==> config.mk <==
export PLATFORM = sky130hd
export DESIGN_NAME = sqrc_top
export DESIGN_NICKNAME = d
export VERILOG_FILES = /design/src/core/sqrc_pkg.sv /design/src/core/sqrc_top.sv /design/src/core/sqrc_rst_sync.sv
export SDC_FILE = /design/constraint.sdc
export NUM_CORES = 1
export LEC_CHECK = 0
export ABC_AREA = 1
export BUFFER_PORTS_ARGS = -buffer_cell sky130_fd_sc_hd__buf_4
export CAP_MARGIN = 5
export CORE_UTILIZATION = 50
export DETAILED_ROUTE_END_ITERATION = 12
export PLACE_DENSITY = 0.74
export SYNTH_ARGS = -nofsm -noshare
export SYNTH_HDL_FRONTEND = slang
export SYNTH_SLANG_ARGS = --single-unit
==> constraint.sdc <==
create_clock -name core_clk -period 1.24 [get_ports core_clk]
set_input_delay 0.062 -clock core_clk [delete_from_list [all_inputs] [get_ports core_clk]]
set_output_delay 0.062 -clock core_clk [all_outputs]
set_load 0.05 [all_outputs]
==> src/core/sqrc_pkg.sv <==
package sqrc_pkg;

  // register offsets
  localparam logic [7:0] SQRC_CHAN_RATE_OFS  = 8'h13;
  localparam logic [7:0] SQRC_BUS_WIDTH_OFS  = 8'h19;
  localparam logic [7:0] SQRC_REFCLK_OFS     = 8'h28;
  localparam logic [7:0] SQRC_LANE_RST_OFS   = 8'h40;
  localparam logic [7:0] SQRC_XCVR_RST_OFS   = 8'h41;
  localparam logic [7:0] SQRC_RST_EN_OFS     = 8'h42;
  localparam logic [7:0] SQRC_GROUP_RST_OFS  = 8'h43;

  // field positions
  localparam int SQRC_TX_HALF_BIT   = 5;
  localparam int SQRC_RX_HALF_BIT   = 4;
  localparam int SQRC_TX_WIDE_BIT   = 4;
  localparam int SQRC_RX_WIDE_BIT   = 5;
  localparam int SQRC_REFMODE_LSB   = 2;
  localparam int SQRC_XCVR_RST_BIT  = 5;
  localparam int SQRC_RST_EN_BIT    = 7;
  localparam int SQRC_GROUP_RST_BIT = 7;
  localparam int SQRC_TX_RST_CH0    = 7;
  localparam int SQRC_RX_RST_CH0    = 3;
  localparam int SQRC_NUM_CH        = 4;
  localparam int SQRC_SYNC_STAGES   = 2;

  // reset values
  localparam logic [7:0] SQRC_CHAN_RATE_RST = 8'h00;
  localparam logic [7:0] SQRC_BUS_WIDTH_RST = 8'h00;
  localparam logic [7:0] SQRC_REFCLK_RST    = 8'h00;
  localparam logic [7:0] SQRC_LANE_RST_RST  = 8'h00;
  localparam logic [7:0] SQRC_XCVR_RST_RST  = 8'h20;
  localparam logic [7:0] SQRC_RST_EN_RST    = 8'h80;
  localparam logic [7:0] SQRC_GROUP_RST_RST = 8'h00;

  // reference clock mode codes
  localparam logic [1:0] SQRC_REF_106M = 2'h0;
  localparam logic [1:0] SQRC_REF_212M = 2'h1;
  localparam logic [1:0] SQRC_REF_425M = 2'h2;

  // reference multiplier and divider giving the internal bit clock (half rate only)
  localparam logic [4:0] SQRC_MULT_106M_HALF = 5'h0a;
  localparam logic [4:0] SQRC_MULT_212M_HALF = 5'h05;
  localparam logic [3:0] SQRC_DIV_425M_HALF  = 4'h4;

  // parallel clock code: divider of bit clock, 0 = 1.0625g/20, 1 = 1.0625g/10 etc.
  typedef enum logic [1:0] {
    SQRC_PCLK_53M  = 2'h0,
    SQRC_PCLK_106M = 2'h1,
    SQRC_PCLK_212M = 2'h2
  } sqrc_pclk_t;

  // register read/write port
  typedef struct packed {
    logic       wr;
    logic       rd;
    logic [7:0] addr;
    logic [7:0] wdata;
  } sqrc_reg_req_t;

  // fabric reset inputs
  typedef struct packed {
    logic                   quad;
    logic                   xcvr;
    logic [SQRC_NUM_CH-1:0] tx;
    logic [SQRC_NUM_CH-1:0] rx;
  } sqrc_rst_in_t;

  // per-direction rate configuration
  typedef struct packed {
    logic       full_rate;
    logic       wide_bus;
    sqrc_pclk_t pclk;
  } sqrc_dir_cfg_t;

endpackage

==> src/core/sqrc_top.sv <==
`timescale 1ns/1ps
module sqrc_top
  import sqrc_pkg::*;
#(
  parameter int NUM_CH = SQRC_NUM_CH
) (
  // clock and reset
  input  wire logic                      core_clk,
  input  wire logic                      nrst,
  // register port
  input  wire sqrc_pkg::sqrc_reg_req_t   reg_req,
  output logic [7:0]                     reg_rdata,
  output logic                           reg_rvalid,
  // fabric reset inputs
  input  wire sqrc_pkg::sqrc_rst_in_t    rst_in,
  // rate configuration per channel and reference clock setting
  output sqrc_pkg::sqrc_dir_cfg_t [NUM_CH-1:0] tx_cfg,
  output sqrc_pkg::sqrc_dir_cfg_t [NUM_CH-1:0] rx_cfg,
  output logic [1:0]                     refclk_mode,
  output logic [4:0]                     ref_mult,
  output logic [3:0]                     ref_div,
  // effective resets
  output logic                           xcvr_rst,
  output logic                           coding_rst,
  output logic [NUM_CH-1:0]              tx_coding_rst,
  output logic [NUM_CH-1:0]              rx_coding_rst
);
  import sqrc_pkg::*;

  typedef struct packed {
    logic [NUM_CH-1:0][7:0]         chan_rate;
    logic [7:0]                     bus_width;
    logic [7:0]                     refclk;
    logic [7:0]                     lane_rst;
    logic [7:0]                     xcvr_rst;
    logic [7:0]                     rst_en;
    logic [7:0]                     group_rst;
    logic [7:0]                     rdata;
    logic                           rvalid;
    sqrc_dir_cfg_t [NUM_CH-1:0]     tx_cfg;
    sqrc_dir_cfg_t [NUM_CH-1:0]     rx_cfg;
    logic [1:0]                     mode;
    logic [4:0]                     mult;
    logic [3:0]                     div;
  } sqrc_state_t;

  sqrc_state_t s_q;
  sqrc_state_t s_d;

  // parallel clock from rate and bus width
  function automatic sqrc_pclk_t pclk_of(input logic full, input logic wide);
    if (full) begin
      pclk_of = wide ? SQRC_PCLK_106M : SQRC_PCLK_212M;
    end else begin
      pclk_of = wide ? SQRC_PCLK_53M : SQRC_PCLK_106M;
    end
  endfunction

  ////////////////////////////////////////////////////////////////////////////
  // register file and rate decode

  // one rate register, written to all channels alike
  // a read returns the copy held for channel 0

  always_comb begin
    s_d        = s_q;
    s_d.rvalid = 1'b0;
    if (reg_req.wr) begin
      unique case (reg_req.addr)
        SQRC_CHAN_RATE_OFS: begin
          for (int c = 0; c < NUM_CH; c++) begin
            s_d.chan_rate[c] = reg_req.wdata;
          end
        end
        SQRC_BUS_WIDTH_OFS: s_d.bus_width = reg_req.wdata;
        SQRC_REFCLK_OFS:    s_d.refclk    = reg_req.wdata;
        SQRC_LANE_RST_OFS:  s_d.lane_rst  = reg_req.wdata;
        SQRC_XCVR_RST_OFS:  s_d.xcvr_rst  = reg_req.wdata;
        SQRC_RST_EN_OFS:    s_d.rst_en    = reg_req.wdata;
        SQRC_GROUP_RST_OFS: s_d.group_rst = reg_req.wdata;
        default: ;
      endcase
    end
    if (reg_req.rd) begin
      s_d.rvalid = 1'b1;
      unique case (reg_req.addr)
        SQRC_CHAN_RATE_OFS: s_d.rdata = s_q.chan_rate[0];
        SQRC_BUS_WIDTH_OFS: s_d.rdata = s_q.bus_width;
        SQRC_REFCLK_OFS:    s_d.rdata = s_q.refclk;
        SQRC_LANE_RST_OFS:  s_d.rdata = s_q.lane_rst;
        SQRC_XCVR_RST_OFS:  s_d.rdata = s_q.xcvr_rst;
        SQRC_RST_EN_OFS:    s_d.rdata = s_q.rst_en;
        SQRC_GROUP_RST_OFS: s_d.rdata = s_q.group_rst;
        default:            s_d.rdata = 8'h00;
      endcase
    end
    // rate decode from current registers
    for (int c = 0; c < NUM_CH; c++) begin
      s_d.tx_cfg[c].full_rate = ~s_q.chan_rate[c][SQRC_TX_HALF_BIT];
      s_d.rx_cfg[c].full_rate = ~s_q.chan_rate[c][SQRC_RX_HALF_BIT];
      s_d.tx_cfg[c].wide_bus  = s_q.bus_width[SQRC_TX_WIDE_BIT];
      s_d.rx_cfg[c].wide_bus  = s_q.bus_width[SQRC_RX_WIDE_BIT];
      s_d.tx_cfg[c].pclk = pclk_of(~s_q.chan_rate[c][SQRC_TX_HALF_BIT],
                                   s_q.bus_width[SQRC_TX_WIDE_BIT]);
      s_d.rx_cfg[c].pclk = pclk_of(~s_q.chan_rate[c][SQRC_RX_HALF_BIT],
                                   s_q.bus_width[SQRC_RX_WIDE_BIT]);
    end
    // reference multiple to reach 1.0625 GHz half-rate bit clock
    s_d.mode = s_q.refclk[SQRC_REFMODE_LSB +: 2];
    unique case (s_q.refclk[SQRC_REFMODE_LSB +: 2])
      SQRC_REF_106M: begin
        s_d.mult = SQRC_MULT_106M_HALF;
        s_d.div  = 4'h1;
      end
      SQRC_REF_212M: begin
        s_d.mult = SQRC_MULT_212M_HALF;
        s_d.div  = 4'h1;
      end
      SQRC_REF_425M: begin
        s_d.mult = 5'h0a;
        s_d.div  = SQRC_DIV_425M_HALF;
      end
      default: begin
        s_d.mult = SQRC_MULT_106M_HALF;
        s_d.div  = 4'h1;
      end
    endcase
  end

  always_ff @(posedge core_clk or negedge nrst) begin
    if (!nrst) begin
      s_q           <= '0;
      s_q.chan_rate <= {NUM_CH{SQRC_CHAN_RATE_RST}};
      s_q.bus_width <= SQRC_BUS_WIDTH_RST;
      s_q.refclk    <= SQRC_REFCLK_RST;
      s_q.lane_rst  <= SQRC_LANE_RST_RST;
      s_q.xcvr_rst  <= SQRC_XCVR_RST_RST;
      s_q.rst_en    <= SQRC_RST_EN_RST;
      s_q.group_rst <= SQRC_GROUP_RST_RST;
      s_q.mult      <= SQRC_MULT_106M_HALF;
      s_q.div       <= 4'h1;
      for (int c = 0; c < NUM_CH; c++) begin
        s_q.tx_cfg[c] <= '{full_rate: 1'b1, wide_bus: 1'b0, pclk: SQRC_PCLK_212M};
        s_q.rx_cfg[c] <= '{full_rate: 1'b1, wide_bus: 1'b0, pclk: SQRC_PCLK_212M};
      end
    end else begin
      s_q <= s_d;
    end
  end

  ////////////////////////////////////////////////////////////////////////////
  // effective resets

  logic                pin_en;
  logic                quad_req;
  logic                xcvr_req;
  logic [NUM_CH-1:0]   tx_req;
  logic [NUM_CH-1:0]   rx_req;
  logic                quad_sync;
  logic                xcvr_sync;
  logic [NUM_CH-1:0]   tx_sync;
  logic [NUM_CH-1:0]   rx_sync;

  // requests set the resets at once; release waits for the synchroniser
  assign pin_en   = s_q.rst_en[SQRC_RST_EN_BIT];
  assign quad_req = ~nrst | (pin_en & rst_in.quad)
                  | s_q.group_rst[SQRC_GROUP_RST_BIT];
  assign xcvr_req = quad_req | (pin_en & rst_in.xcvr)
                  | s_q.xcvr_rst[SQRC_XCVR_RST_BIT];

  for (genvar c = 0; c < NUM_CH; c++) begin : g_ch
    assign tx_req[c] = quad_req | (pin_en & rst_in.tx[c])
                     | s_q.lane_rst[SQRC_TX_RST_CH0 - c];
    assign rx_req[c] = quad_req | (pin_en & rst_in.rx[c])
                     | s_q.lane_rst[SQRC_RX_RST_CH0 - c];
    sqrc_rst_sync #(.STAGES(SQRC_SYNC_STAGES)) u_tx (
      .clk     (core_clk),
      .rst_req (tx_req[c]),
      .rst_out (tx_sync[c])
    );
    sqrc_rst_sync #(.STAGES(SQRC_SYNC_STAGES)) u_rx (
      .clk     (core_clk),
      .rst_req (rx_req[c]),
      .rst_out (rx_sync[c])
    );
  end

  sqrc_rst_sync #(.STAGES(SQRC_SYNC_STAGES)) u_quad (
    .clk     (core_clk),
    .rst_req (quad_req),
    .rst_out (quad_sync)
  );
  sqrc_rst_sync #(.STAGES(SQRC_SYNC_STAGES)) u_xcvr (
    .clk     (core_clk),
    .rst_req (xcvr_req),
    .rst_out (xcvr_sync)
  );

  ////////////////////////////////////////////////////////////////////////////
  // outputs

  assign reg_rdata     = s_q.rdata;
  assign reg_rvalid    = s_q.rvalid;
  assign tx_cfg        = s_q.tx_cfg;
  assign rx_cfg        = s_q.rx_cfg;
  assign refclk_mode   = s_q.mode;
  assign ref_mult      = s_q.mult;
  assign ref_div       = s_q.div;
  assign xcvr_rst      = xcvr_sync;
  assign coding_rst    = quad_sync;
  assign tx_coding_rst = tx_sync;
  assign rx_coding_rst = rx_sync;
endmodule

==> src/core/sqrc_rst_sync.sv <==
`timescale 1ns/1ps
module sqrc_rst_sync #(
  parameter int STAGES = 2
) (
  // clock and reset request
  input  wire logic clk,
  input  wire logic rst_req,
  // synchronised reset
  output logic      rst_out
);
  import sqrc_pkg::*;

  typedef struct packed {
    logic [STAGES-1:0] sh;
  } sqrc_sync_state_t;

  sqrc_sync_state_t s_q;
  sqrc_sync_state_t s_d;

  always_comb begin
    s_d    = s_q;
    s_d.sh = {s_q.sh[STAGES-2:0], 1'b0};
  end

  // asserts at once, releases after STAGES edges
  always_ff @(posedge clk or posedge rst_req) begin
    if (rst_req) begin
      s_q <= '{sh: {STAGES{1'b1}}};
    end else begin
      s_q <= s_d;
    end
  end

  assign rst_out = s_q.sh[STAGES-1];
endmodule

======== After elaboration in Yosys (flattened, before gate mapping) ========
Cells that the tools add are included.
word-level totals
  register bits ........................... 104
  bits in latches ......................... 0
  RAM bits ................................ 0
  memory bits (read-only) ................. 0
  input bits .............................. 30
  output and inout bits ................... 62
  word-level logic and storage cells ...... 86
  memories kept ........................... 0
cells by class
  add/sub/neg operators ................... 0
  multiply operators ...................... 0
  divide/modulo/power cells ............... 0
  order comparisons ....................... 0
  equal/unequal tests ..................... 9
  shift operators ......................... 0
  muxes and demuxes ....................... 9
  bitwise gates (word level) .............. 33
  reduce and logical (&&, ||, !) cells .... 7
operators with widths
  cell                  number
  $pmux W8 S7           1
  $eq A8 B7 Y1 const B  4
  $or A1 B1 Y1          20
  $eq A8 B5 Y1 const B  2
  $pmux W8 S2           1
  $reduce_and A2 Y1     7
  $and A1 B1 Y1         10
  $eq A8 B6 Y1 const B  1
  $mux W2               4
  $mux W1               3
  $not A1 Y1            3
  $eq A2 B1 Y1 const B  1
  $eq A2 B2 Y1 const B  1

======== Longest topological paths before layout ========
  depth in word-level cells ............... 5
  depth in mapped cells ................... 10
  depth with buffers taken out ............ 9

======== By module ========
A second synthesis with hierarchy kept.
second synthesis, totals
  cells, all modules ...................... 536
  area total of the unflattened synthesis .. 4654.5 µm²
by module, submodules not included
  module         instances  cells each  area each (µm²)  sequential area each (µm²)
  sqrc_top       1          496         4053.9           1986.9
  sqrc_rst_sync  10         4           60.1             52.6

======== Worst setup path before layout ========
No wires, ideal clock.
  path type ............................... input port to flip-flop
  start point ............................. input reg_req[10] (netlist name)
  end point ............................... register s_q[66] (netlist name)
  library setup time ...................... 0.119 ns
  data arrival time ....................... 0.959 ns
  required time ........................... 1.121 ns
  slack ................................... 0.162 ns
  cell stages on the path ................. 8
  path buffers ............................ 1
  path through ............................ inv_1 nand2_4 nor2_4 nand2_1 nor2_4 buf_4 nand2_1 o21a_1
between the ends
  word-level cells in the longest chain between the ends .. 2
ends and longest elaborated chain
  element                      line            RTL
  from (decl)                  sqrc_top.sv:11  input wire sqrc_pkg::sqrc_reg_req_t reg_req,
  $eq A8 B7 Y1                 sqrc_top.sv:69  unique case (reg_req.addr)
  $reduce_and A2 Y1 (no line)  -
  to (decl)                    sqrc_top.sv:47  sqrc_state_t s_q;
No other way between the ends.
A chain may end at the register's enable or synchronous reset.

==> parameters.txt <==
Parameter                              Value

Run status
  Run status ... finished, violations left
  Violated checks ... design-rule violations, negative hold slack

Clock tree
  Count of buffers added by post-CTS timing repair for setup ... 0
  Buffer type at the clock tree root ... clkbuf_8
  TritonCTS clock tree ... done
  H-tree depth ... 3
  Clock latency at the later pin of the worst-skew pair ... 390 ps
  Num CTS Buffers ... 9
  Longest Clk Path Bufs ... 2
  Total number of clock tree sinks ... 99
  Clock transition at the registers of the reported paths ... 110 ps

Layout
  Commonest cells after routing, fill and taps aside ... nand2_1 (128), buf_4 (100), dfrtp_1 (71)
  Fraction of final layout cells with drive strength greater than 1 ... 29.8%
  Number of nets in the final layout ... 595
  Area added between synthesis and finish ... 18.6%
  Antenna diode count ... 0
  Final Util ... 61.8%
  Combined area of the multi-input logic cells ... 1490 um2
  Cell area after layout ... 5440 um2
  Most frequent standard cell in the layout excluding fill and tap cells ... nand2_1
  Final-layout fill cell count ... 705
  Non-filler cells, final ... 676
  Sequential cell area ... 2510 um2

STA
  Share of the clock period used by the worst path ... 98.8%
  Worst Slack Setup Final ... 14.7 ps
  Highest clock rate ... 0.816 GHz
  Setup repair after global routing missed its margin ... yes
  Total setup violations reported at the end of the flow ... 0
  Minimum clock period ... 1230 ps
  Final-report hold violation count ... 2
  Hold Worst Slack ... -14.3 ps
  Clk_skew ... 15.0 ps
  Number of pins with negative max-slew slack in the final report ... 0

Global route
  Maximum number of pins on one net before global-route repair ... 80
  GRT Total Usage ... 21.5%
  Vias in the first global route ... 3,224
  Overall overflow remaining after global route ... 0
  Wire length of the first global-routing pass ... 15,800 um
  Number of antenna violations at the first check in global routing ... 0

Power
  Net switching component of the power ... 2060 uW
  Part of the total power dissipated in the clock network ... 30.1%
  Comb pwr share ... 17.2%
  Final Total Pwr ... 6750 uW
  Power density cells ... 1240 nW/um2
  Internal power of the cells ... 4690 uW
  Sequential share of power ... 52.7%
  Net switching share of the total power ... 30.5%
  Maximum resistive drop on vdd ... 0.625 mV
  Static leakage power ... 0.00271 uW

Placement
  Post-placement cell area ... 5080 um2
  Placed wire-length estimate after detailed placement ... 6790 um
  Setup Slack @ Placement ... -71.6 ps
  GPL Wtd Cong ... 0.850
  Port Buffers ... 88
  Dpl cells ... 644

Logic synthesis
  Part of the Yosys area used for sequential elements ... 54.8%
  Cell count after synthesis ... 492
  Number of synthesized register bits ... 99
  Post-synthesis instance area ... 4590 um2
  Yosys warning total ... 0
  Mean cell area of the mapped netlist ... 9.33 um2
  Count of different cell masters after synthesis ... 24

Setup path
  Type of destination of the critical path ... output port
  Gate family responsible for the most delay along the worst path ... flip-flops
  Critical path buffers and inverters ... 1
  Setup Crit Path Kind ... reg -> out
  Peak per-stage delay on the critical path ... 570 ps
  Worst-path fanout max ... 4
  Ordered list of cells on the worst path ... buf_4
  Data required time of the worst path ... 1180 ps
  Slowest cell on the critical path ... dfstp_2
  Arrival time worst endpoint ... 1160 ps
  Internal reg-to-reg setup slack ... 200 ps
  Critical Path Start Type ... flip-flop

Route
  Violation count after the first detailed-route iteration ... 247
  Uppermost metal layer occupied by signal nets ... met4
  Detail Route met3 WL ... 445 um
  Routed length on met1 ... 4350 um
  Average detailed-routed wire length per instance ... 14.2 um
  Number of iterations in the first detailed-routing pass ... 9
  Post-route antenna net violation count ... 0
  Total Routed Length ... 9610 um
  Post-detailed-route DRC marker count ... 20
  Mean number of vias per cell ... 5.02
  Met2 routed wirelength ... 4670 um
  Total vias in the final route ... 3,396

Floorplan
  Row Count ... 34
  Core Area ... 8810 um2
  Top-level port count ... 92
  DIE AREA ... 9560 um2
  Width of the die ... 97.8 um
  Chip height ... 97.8 um
  Starting density of the core ... 52.1%

Run
  Max-cap violation count ... 0

Hold path
  Worst min path class ... in -> async
[metrics by stage]
step                      hold WS [ps]  TNS [ps]
after floorplan                   -234         0
after global placement             166      -577
after detailed placement           168     -1470
after CTS                         5.83     -15.4
after global routing              18.7     -65.9
final                            -14.3         0
[flip-flops by register name, indices dropped and copies added (netlist names), 4 cells and up]
| signal | count |
|---|---|
| s_d | 4 |
| rx_cfg | 4 |
| g_ch.u_rx.s_q | 8 |
| tx_cfg | 4 |
| reg_rdata | 8 |
| g_ch.u_tx.s_q | 8 |
| s_q | 51 |
[synthesized netlist by cell type, drive strengths merged]
cell	number	area, um2
a211oi	9	67.6
buf	71	523
clkbuf	2	7.51
clkinv	1	3.75
conb	1	3.75
dfrtp	71	1780
dfstp	28	736
ha	2	25.0
inv	31	116
nand2	130	498
nand3	52	295
nor2	38	213
o21a	17	128
o21ai	39	195
[routing by layer]
| layer | track usage, % | up-vias |
|---|---|---|
| met3 | 4.65 | 13 |
| met2 | 35.8 | 105 |
| met4 | 7.34 | 0 |
| li1 | - | 1649 |
| met1 | 28.1 | 1629 |
| met5 | 0 | - |
[layout make-up]
| class | instances | share of cell area, % |
|---|---|---|
| multi-input cells | 300 | 27.3 |
| well taps | 108 | 2.48 |
| clock buffers | 12 | 2.87 |
| inverters | 32 | 2.21 |
| repair buffers | 121 | 18.4 |
| flip-flops and latches | 99 | 46.2 |
| clock inverters | 4 | 0.552 |
[final timing paths]
kind / startpoint / end / depth (start not counted)
worst max-delay path: tx_cfg[13] / tx_cfg[9] / 1
worst min-delay path: rst_in[0] / g_ch[0].u_rx.s_q[0] / 2
worst max register to register: pin_en / g_ch[2].u_tx.s_q[0] / 5
worst min register to register: u_xcvr.s_q[0] / u_xcvr.s_q[1] / 0
max in group asynchronous: pin_en / g_ch[2].u_tx.s_q[0] / 5
min in group core_clk: reg_req[0] / s_q[84] / 3
[kinds of logic after synthesis]
logic type | share of synthesized area, %
and+or+nand+nor | 21.9
buffers and inverters | 14.2
DFF | 54.8
AOI/OAI and AO/OA | 8.51
adders and majority gates | 0.545
other | 0.0817
[power by group through the flow]
stage	Clock, uW	Sequential [uW]	Combinational (uW)
2_1_floorplan	0	3600	855
3_3_place_gp	0	3610	1100
3_5_place_dp	0	3610	1120
4_1_cts	2040	3560	1160
5_1_grt	2160	3580	1230
6_report	2030	3560	1160
[timing repair]
item / CTS / global route
hold endpoints to repair: 101 / 0
setup endpoints to repair: 2 / 21
hold buffers: 16 / 0
gates resized for setup: 1 / 4
pin swaps: 0 / 0
No activity file was read; power rests on OpenSTA's default activity.
